**src/shared/btc_pkg.sv**
```systemverilog
/*
 * Package for the basic timer and clock control block: register addresses,
 * field positions, reset values and divider ratios.
 * Assumes an 8-bit register port on the core's special-register bus.
 */
`default_nettype none
package btc_pkg;
	localparam logic [7:0] BTC_ADDR_TIMER_CTRL = 8'h00_D3;
	localparam logic [7:0] BTC_ADDR_CLOCK_CTRL = 8'h00_D4;
	localparam logic [7:0] BTC_TIMER_CTRL_RESET = 8'h00_00;
	localparam logic [7:0] BTC_CLOCK_CTRL_RESET = 8'h00_00;
	localparam logic [7:0] BTC_CLOCK_CTRL_MASK = 8'h00_98;
	localparam logic [3:0] BTC_WDT_DISABLE_CODE = 4'h000A;
	localparam int BTC_WDT_HI = 7;
	localparam int BTC_WDT_LO = 4;
	localparam int BTC_SEL_HI = 3;
	localparam int BTC_SEL_LO = 2;
	localparam int BTC_CNT_CLR_BIT = 1;
	localparam int BTC_DIV_CLR_BIT = 0;
	localparam int BTC_WAKE_BLOCK_BIT = 7;
	localparam int BTC_CPU_HI = 4;
	localparam int BTC_CPU_LO = 3;
	localparam int BTC_DIV_W = 12;
	localparam logic [11:0] BTC_DIV_ALL_ONES = 12'h0FFF;
	// Basic timer prescale terminal counts (ratio minus one).
	localparam logic [11:0] BTC_TERM_4096 = 12'h0FFF;
	localparam logic [11:0] BTC_TERM_1024 = 12'h03FF;
	localparam logic [11:0] BTC_TERM_128 = 12'h007F;
	// CPU clock terminal counts (ratio minus one).
	localparam logic [11:0] BTC_TERM_16 = 12'h000F;
	localparam logic [11:0] BTC_TERM_8 = 12'h0007;
	localparam logic [11:0] BTC_TERM_2 = 12'h0001;
	localparam logic [11:0] BTC_TERM_1 = 12'h0000;

	typedef struct packed {
		logic valid;
		logic write;
		logic reg_mode;
		logic set_upper;
		logic [7:0] addr;
		logic [7:0] wdata;
	} btc_req_s;

	typedef struct packed {
		logic [7:0] timer_ctrl;
		logic [7:0] clock_ctrl;
		logic [11:0] div;
		logic [7:0] rdata;
		logic rvalid;
		logic bt_tick;
		logic cpu_tick;
		logic bt_cnt_clr;
		logic div_clr;
		logic wdt_en;
		logic wake_ok;
	} btc_state_s;
endpackage
`default_nettype wire

```
**src/design/btc_clock_control.sv**
```systemverilog
/*
 * Basic timer control, watchdog enable and CPU clock divider control.
 * Assumes the core presents synchronous register requests on clk_sys_in,
 * which is the oscillator clock fxx itself.
 */
`timescale 1ns/10ps
`default_nettype none
// What this block does
// RQ1: Watchdog is disabled only while timer control bits 7..4 equal 1010.
// RQ2: Prescale select 01 gives fxx/1024, 10 gives fxx/128, 11 invalid.
// RQ3: Writing one to bit 1 clears the basic timer counter; zero does nothing.
// RQ4: Writing one to bit 0 clears the shared frequency dividers; zero does nothing.
// RQ5: Both clear bits return to zero by themselves and read back as zero.
// RQ6: Clock control bit 7 high blocks the wake-up interrupt in power-down.
// RQ7: Clock control bits 4..3 pick fxx/16, fxx/8, fxx/2 or fxx.
// RQ8: After reset the CPU clock runs at fxx/16 until software changes it.
// RQ9: Both registers answer only register addressing in the upper register set.
// RQ10: Prescale select 00 is treated as fxx/4096.
// RQ11: Unused clock control bits ignore writes and affect nothing.
module btc_clock_control
	import btc_pkg::*;
(
	// Clock and reset
	input wire logic clk_sys_in,
	input wire logic rstn_in,
	// Register port
	input wire btc_req_s req_in,
	output logic [7:0] rdata_out,
	output logic rvalid_out,
	// Power-down wake-up
	input wire logic wake_irq_in,
	output logic wake_ok_out,
	// Controls to the timers and core
	output logic wdt_en_out,
	output logic bt_tick_out,
	output logic bt_cnt_clr_out,
	output logic div_clr_out,
	output logic cpu_tick_out
);
	// Registered state and its next value.
	btc_state_s state_reg;
	btc_state_s state_next;

	// Request decode.
	logic hit;
	logic wr_timer;
	logic wr_clock;
	logic rd_timer;
	logic rd_clock;

	// Field views of the stored registers.
	logic [3:0] wdt_code;
	logic [1:0] bt_sel;
	logic [1:0] cpu_sel;
	logic wake_block;

	// Per-bit keep masks: a stored bit takes write data only where its mask is set.
	logic [7:0] timer_keep;
	logic [7:0] clock_keep;

	// Divider taps.
	logic [11:0] bt_term;
	logic [11:0] cpu_term;
	logic bt_valid;
	logic bt_match;
	logic cpu_match;
	logic [11:0] div_inc;

	genvar bit_idx;

	generate
		for (bit_idx = 0; bit_idx < 8; bit_idx++) begin : g_keep
			// The clear bits are strobes, never stored, so software always reads them as zero.
			assign timer_keep[bit_idx] = (bit_idx != BTC_CNT_CLR_BIT) && (bit_idx != BTC_DIV_CLR_BIT); // see RQ5
			assign clock_keep[bit_idx] = BTC_CLOCK_CTRL_MASK[bit_idx]; // see RQ11
		end
	endgenerate

	// Only register addressing in the upper register set reaches the two registers.
	assign hit = req_in.valid && req_in.reg_mode && req_in.set_upper; // see RQ9
	assign wr_timer = hit && req_in.write && (req_in.addr == BTC_ADDR_TIMER_CTRL);
	assign wr_clock = hit && req_in.write && (req_in.addr == BTC_ADDR_CLOCK_CTRL);
	assign rd_timer = hit && !req_in.write && (req_in.addr == BTC_ADDR_TIMER_CTRL);
	assign rd_clock = hit && !req_in.write && (req_in.addr == BTC_ADDR_CLOCK_CTRL);

	assign wdt_code = state_reg.timer_ctrl[BTC_WDT_HI:BTC_WDT_LO];
	assign bt_sel = state_reg.timer_ctrl[BTC_SEL_HI:BTC_SEL_LO];
	assign cpu_sel = state_reg.clock_ctrl[BTC_CPU_HI:BTC_CPU_LO];
	assign wake_block = state_reg.clock_ctrl[BTC_WAKE_BLOCK_BIT];

	// Basic timer prescale tap.
	always_comb begin
		bt_term = BTC_TERM_4096;
		bt_valid = 1'b1;
		case (bt_sel)
			2'h0: begin
				bt_term = BTC_TERM_4096; // see RQ10
			end
			2'h1: begin
				bt_term = BTC_TERM_1024; // see RQ2
			end
			2'h2: begin
				bt_term = BTC_TERM_128; // see RQ2
			end
			default: begin
				// Code 11 is invalid; it yields no timer tick at all rather than a guessed rate.
				bt_term = BTC_DIV_ALL_ONES;
				bt_valid = 1'b0; // see RQ2
			end
		endcase
	end

	// CPU clock tap.
	always_comb begin
		cpu_term = BTC_TERM_16;
		case (cpu_sel)
			2'h0: begin
				cpu_term = BTC_TERM_16; // see RQ8
			end
			2'h1: begin
				cpu_term = BTC_TERM_8; // see RQ7
			end
			2'h2: begin
				cpu_term = BTC_TERM_2; // see RQ7
			end
			default: begin
				cpu_term = BTC_TERM_1; // see RQ7
			end
		endcase
	end

	// One free-running divider feeds both taps, so clearing it realigns every rate.
	assign div_inc = state_reg.div + 12'h0001;
	assign bt_match = bt_valid && ((state_reg.div & bt_term) == bt_term);
	assign cpu_match = (state_reg.div & cpu_term) == cpu_term;

	always_comb begin
		state_next = state_reg;

		// Strobes and the read answer last one cycle unless renewed.
		state_next.bt_cnt_clr = 1'b0;
		state_next.div_clr = 1'b0;
		state_next.rvalid = 1'b0;

		// Basic timer control write; the clear bits act once and are not kept.
		if (wr_timer) begin
			state_next.timer_ctrl = req_in.wdata & timer_keep; // see RQ5
			state_next.bt_cnt_clr = req_in.wdata[BTC_CNT_CLR_BIT]; // see RQ3
			state_next.div_clr = req_in.wdata[BTC_DIV_CLR_BIT]; // see RQ4
		end

		// Clock control write.
		if (wr_clock) begin
			state_next.clock_ctrl = req_in.wdata & clock_keep; // see RQ11
		end

		// Read answer; rdata holds until the next read hit.
		if (rd_timer) begin
			state_next.rvalid = 1'b1;
			state_next.rdata = state_reg.timer_ctrl;
		end
		if (rd_clock) begin
			state_next.rvalid = 1'b1;
			state_next.rdata = state_reg.clock_ctrl;
		end

		// Levels that follow the stored registers one cycle later.
		state_next.wdt_en = wdt_code != BTC_WDT_DISABLE_CODE; // see RQ1
		state_next.wake_ok = wake_irq_in && !wake_block; // see RQ6

		// A divider clear suppresses both ticks for the cycle in which it acts.
		if (state_reg.div_clr) begin
			state_next.div = '0; // see RQ4
			state_next.bt_tick = 1'b0;
			state_next.cpu_tick = 1'b0;
		end else begin
			state_next.div = div_inc;
			state_next.bt_tick = bt_match; // see RQ2
			state_next.cpu_tick = cpu_match; // see RQ7
		end
	end

	always_ff @(posedge clk_sys_in or negedge rstn_in) begin
		if (!rstn_in) begin
			state_reg <= '0;
			state_reg.timer_ctrl <= BTC_TIMER_CTRL_RESET;
			state_reg.clock_ctrl <= BTC_CLOCK_CTRL_RESET; // see RQ8
			// The watchdog stays armed through reset, since both registers reset to zero.
			state_reg.wdt_en <= 1'b1;
		end else begin
			state_reg <= state_next;
		end
	end

	assign rdata_out = state_reg.rdata;
	assign rvalid_out = state_reg.rvalid;
	assign wake_ok_out = state_reg.wake_ok;
	assign wdt_en_out = state_reg.wdt_en;
	assign bt_tick_out = state_reg.bt_tick;
	assign bt_cnt_clr_out = state_reg.bt_cnt_clr;
	assign div_clr_out = state_reg.div_clr;
	assign cpu_tick_out = state_reg.cpu_tick;
endmodule
`default_nettype wire

```
**config.mk**
```make
export PLATFORM = sky130hd
export DESIGN_NAME = btc_clock_control
export DESIGN_NICKNAME = d
export VERILOG_FILES = /design/src/shared/btc_pkg.sv /design/src/design/btc_clock_control.sv
export SDC_FILE = /design/constraint.sdc
export NUM_CORES = 1
export LEC_CHECK = 0
export BUFFER_PORTS_ARGS = -buffer_cell sky130_fd_sc_hd__buf_4
export CAP_MARGIN = 15
export CORE_UTILIZATION = 47
export CTS_BUF_LIST = sky130_fd_sc_hd__clkbuf_8 sky130_fd_sc_hd__clkbuf_16
export CTS_CLUSTER_DIAMETER = 60
export CTS_CLUSTER_SIZE = 40
export DETAILED_ROUTE_END_ITERATION = 10
export PLACE_DENSITY = 0.8
export SLEW_MARGIN = 20
export SYNTH_ARGS = -nofsm -noshare
export SYNTH_HDL_FRONTEND = slang
export SYNTH_SLANG_ARGS = --single-unit
```
**constraint.sdc**
```tcl
create_clock -name clk_sys_in -period 1.5 [get_ports clk_sys_in]
set_clock_uncertainty 0.2 [all_clocks]
set_input_delay 0.225 -clock clk_sys_in [delete_from_list [all_inputs] [get_ports clk_sys_in]]
set_output_delay 0.225 -clock clk_sys_in [all_outputs]
set_load 0.03 [all_outputs]
```
==> Word level (Yosys, flattened, before mapping) <==
Cells that the tools add are included.
{ "totals": {"regBits": 36, "input_bits": 23, "out_inout_bits": 15} }
{ "classes": {"addsub": 1, "eq_ne": 9, "n_mux": 8, "n_bitwise": 2, "n_reduce_logical": 16} }
{ "ops": {"columns": ["cell", "n"], "rows": [
  ["12-bit AND", 2],
  ["12-bit equality test", 2],
  ["12-bit one-hot mux with 2 select lines", 1],
  ["9-bit 2-to-1 mux", 2],
  ["8-bit equality test (second input constant)", 2],
  ["12-bit by 1-bit adder with 12-bit output (second input constant)", 1],
  ["12-bit 2-to-1 mux", 1],
  ["4-bit one-hot mux with 3 select lines", 1],
  ["1-bit logical AND", 10],
  ["2-bit by 1-bit equality test with 1-bit output (second input constant)", 2],
  ["2-bit equality test (second input constant)", 2],
  ["2-bit zero test", 2],
  ["2-bit 2-to-1 mux", 2],
  ["4-bit != test (second input constant)", 1],
  ["3-bit OR reduction", 1],
  ["1-bit zero test", 2],
  ["2-bit nonzero test", 1],
  ["1-bit 2-to-1 mux", 1]
]} }

==> Depth between registers and ports, before layout <==
{ "logic_depth": {"word_depth": 6, "mapped_depth": 6} }

==> Least setup slack after synthesis <==
OpenSTA, ideal clock, no wires.
{ "synth_timing": {"kind": "input -> register", "startpoint": "input port req_in[11] (netlist bit)", "endpoint": "register state_reg (netlist bit rdata_out[3])", "setup_ns": 0.130, "arrival_ns": 1.517, "t_required_ns": 1.170, "path_slack_ns": -0.346, "path_stages": 5, "cell_sequence": "or3b_1 > buf_6 > nor4_4 > mux2i_1 > a21oi_1"} }
{ "synth_between": {"elab_chain_cells": 3} }
{ "synth_rtl": {"columns": ["item", "line", "source"], "rows": [
  ["from (decl)", "btc_clock_control.sv:27", "input wire btc_req_s req_in,"],
  ["8-bit equality test (on tied branches)", "btc_clock_control.sv:84, btc_clock_control.sv:83", null],
  ["1-bit logical AND (on tied branches)", "btc_clock_control.sv:84, btc_clock_control.sv:83", null],
  ["9-bit 2-to-1 mux / 2-bit nonzero test (equally long branches)", null, null],
  ["to (signal assigned)", "btc_clock_control.sv:191", "state_reg <= state_next;"],
  ["to (decl)", "btc_clock_control.sv:41", "btc_state_s state_reg;"]
]} }
Several ways; a longest one is shown, not always the timed one.
A chain may end at the register's enable or synchronous reset.

==> Worst setup path after layout <==
{ "layout_timing": {"startpoint": "input port req_in[13] (netlist bit)", "endpoint": "register state_reg[42] (netlist bit)"} }
{ "layout_between": {"elab_chain_cells": 2} }
{ "layout_rtl": {"columns": ["item", "line", "source"], "rows": [
  ["8-bit equality test", "btc_clock_control.sv:81", "assign wr_timer = hit && req_in.write && (req_in.addr == BTC_ADDR_TIMER_CTRL);"],
  ["1-bit logical AND", "btc_clock_control.sv:81", null]
]} }
No other way between the ends.

==> summary.md <==
| Metric | Value |
|---|---|
| Status | `complete, but fails checks` |
| Violated checks | `setup timing` |
| Total number of yosys warnings | `0` |
| Die X-Extent | `about 60 um` |
| Clk sink count | `34` |
| Total inserted antenna cells | `0` |
| Area added between synthesis and finish | `43.56%` |
| Vertical extent of the die | `60.03 um` |
| Hold violation total from the final report | `0` |
| Fraction of power consumed by combinational cells | `0.167` |
| Largest vdd supply drop | `0.7849 mV` |
| Worst Setup Start Kind | `input port` |
| Cells along the critical path | `buf_6, or3b_4, buf_6, nor4_4, buf_4, mux2_4` |
| Maximum buffer depth of the clock tree | `2` |
| Met2 demand-to-capacity share in global routing | `0.3937` |
| Fraction of power consumed by the clock network | `0.326` |
| Layout Cells excl Fill | `around 240` |
| Switching Share | `0.2834` |
| Most numerous cell in the Yosys netlist | `dfrtp_1` |
| Fillers | `~210` |
| Number of DRC markers in iteration 0 | `45` |
| Power per unit of standard cell area | `~960 nW/um^2` |
| Worst path buffer plus inverter count | `3` |
| Worst stage delay on the critical path | `approximately 0.40 ns` |
| First-pass GRT wire length | `5844 um` |
| Remaining global-route overflow | `0` |
| Data required, critical path | `1.48 ns` |
| Total iterations of the first detailed-routing run | `5` |
| Top cells by area in the synthesized netlist | `dfrtp_1 (52%), nor2_1 (5.0%), mux2_2 (4.3%)` |
| Setup Total Neg Slack | `-0.2773 ns` |
| Fraction of registers with async set/reset | `1.000` |
| Flip-flop cell with the highest count after synthesis | `dfrtp_1` |
| Number of flip-flops in the largest register | `17` |
| Capturing element type of the critical path | `flop` |
| Routability-driven placement congestion ratio | `0.7562` |
| Share of Yosys cell area claimed by the top area cell type | `0.5217` |
| Cell leakage power | `0.001055 uW` |
| Global-route track usage on met3 | `0.06494` |
| Vias in the first global route | `about 1300` |
| Placed wire-length estimate after detailed placement | `2371 um` |
| Drt drc | `0` |
| Final number of max-transition violations | `0` |
| Clock slew at reported path FFs | `roughly 0.07 ns` |
| Worst Hold Class | `input port to flop` |
| Mapped Cells | `140` |
| Worst Path Class, Setup | `input port to flop` |
| Number of top-level design ports | `38` |
| Area of the core | `3128 um^2` |
| Crit path DAT | `1.52 ns` |
| Ranking of synthesized cells by instance count | `dfrtp_1 (33), nor2_1 (21), buf_4 (8)` |
| Distinct cells, synth | `36` |
| Number of nets in the final layout | `~220` |
| Number of failing setup endpoints in the final timing report | `8` |
| Average cell area after synthesis | `~11 um^2` |
| Max-capacitance violation count | `0` |
| CTS H-tree lvls | `2` |
| Slowest CP cell | `or3b_4` |
| Maximum number of pins on one net before global-route repair | `35` |
| PnR worst setup slack | `-0.04597 ns` |
| Cell repeated most along the worst path | `buf_6` |
| Source-to-sink clock delay at the later pin of the worst-skew pair | `roughly 0.29 ns` |
| Global-route layer with the greatest usage | `met2` |
| EDFF count, synth | `0` |
| Met1 usage | `0.2672` |
| Minimum clock period | `1.546 ns` |
| Die area | `3604 um^2` |
| Count of buffers inserted at the top-level ports | `35` |
| DR vias/cell | `5.116` |
| Utilization of the core after routing | `0.7264` |
| Post-Place Cells | `about 220` |
| GRT Util Overall | `0.2326` |
| Synth area leader | `dfrtp_1` |
| CTS tree | `built` |
| RSZ-0062 raised after global routing | `yes` |
| Post-route fraction of the period consumed by the critical path | `1.031` |
| Detailed-route wire length | `between 3000 and 4000 um` |
| Antenna violations before repair | `0` |
| Number of buffers created by CTS | `5` |
| Antenna-violating nets left | `0` |
| Fmax | `0.6468 GHz` |
| Flops & latches, synth | `34` |
| Post-place setup slack | `-0.4246 ns` |
| Int Power | `~1600 uW` |
| Cell at the root of the clock tree | `clkbuf_8` |
| Register area share after synthesis | `0.5383` |
| Fraction of layout instances using a drive strength above 1 | `0.4343` |
| Overall via count from detail_route | `1238` |
| Number of rows created at floorplan | `20` |
| Switching Power | `616.8 uW` |
| Critical path peak fanout | `4` |
| Portion of total power attributed to sequential cells | `0.507` |
| Area of the mapped netlist | `1583 um^2` |
| Effective utilization at floorplan | `0.5060` |
| Cell family contributing the most delay on the critical path | `simple AND/OR/NAND/NOR gates` |
| Wirelength per Cell | `15.37 um` |
==> timing repair <==
action | CTS | global route
setup endpoints to repair | 17 | 20
resized for setup | 17 | 12
buffers inserted | 2 | 1
endpoints found under the hold margin | 46 | 0
hold buffers | 10 | 0
pin swaps | 2 | 4
==> metal layers <==
layer  up-vias  wire, um
li1        584         -
met1       615      1490
met2        31      2010
met3         8       134
met4         0        85
met5         -         0
==> cell type report <==
cell class,count,area [um^2],area share
Tap cell,44,55.05,0.02423
Multi-Input combinational cell,91,754.5,0.3320
Clock buffer,6,82.58,0.03634
Sequential cell,34,854.6,0.3761
Timing Repair Buffer,60,494.2,0.2175
Inverter,5,18.77,0.008260
Clock inverter,2,12.51,0.005507
==> through the flow <==
stage	area (um^2)	hold WS [ns]	total power [uW]
6_report	2272	0.1745	2176
5_1_grt	2272	0.1836	2269
4_1_cts	2213	0.1652	2134
3_5_place_dp	1927	-0.009688	1381
3_3_place_gp	1927	-0.01459	1359
2_1_floorplan	1599	-0.2706	1233
==> worst register-to-register path: cells and delay by family, from the launching register on <==
family          cells  cell delay [ns]
buf+inv             1             0.15
flops               1             0.40
fa+ha+maj           1             0.19
compound gates      2             0.50
==> cells in the final DEF, fill, tap and decap left out, types with 2 or more instances in the layout <==
master,count
nor2b_1,2
ha_1,2
nand2_1,5
dlygate4sd3_1,10
xnor2_1,7
buf_4,45
clkbuf_8,6
xor2_1,2
nand3_2,3
buf_6,5
mux2i_1,5
a21oi_1,3
nor2_1,21
inv_1,5
conb_1,2
dfrtp_1,31
nand4_1,2
nor3_2,3
mux2_2,3
nor3_1,2
dfrtp_2,2
mux2_4,5
and2_1,2
nor4_4,2
==> power groups by stage <==
| stage | logic (uW) | clock network (uW) | registers [uW] |
|---|---|---|---|
| finish | 364 | 709 | 1100 |
| global route | 396 | 763 | 1110 |
| CTS | 340 | 715 | 1080 |
| detailed placement | 298 | 0 | 1080 |
| global placement | 283 | 0 | 1080 |
| floorplan | 152 | 0 | 1080 |
==> worst paths after layout <==
kind                                             endpoint  cells past startpoint                      start  slack (ns)
worst max register to register      bt_tick_out$_DFF_PN0_                      4      bt_sel[0]$_DFFE_PN0P_       -0.04
worst min register to register      wake_ok_out$_DFF_PN0_                      1  state_reg[34]$_DFFE_PN0P_        0.28
worst min-delay path             rdata_out[3]$_DFFE_PN0P_                      4                 req_in[11]        0.17
max in group asynchronous            wdt_en_out$_DFF_PN1_                      2                    rstn_in        0.56
min in group asynchronous          cpu_tick_out$_DFF_PN0_                      2                    rstn_in        0.21
worst max-delay path            state_reg[42]$_DFFE_PN0P_                      6                 req_in[13]       -0.05
==> cell families after synthesis <==
kind of cell	Yosys count	synth area share
fa+ha+maj	3	0.02372
xor+xnor	9	0.04981
mux	14	0.09486
other cells	1	0.002369
buf+inv	16	0.06166
compound gates	8	0.03004
simple gates	55	0.1992
flops	34	0.5383
Note: power is estimated with default switching activity, not from simulation.
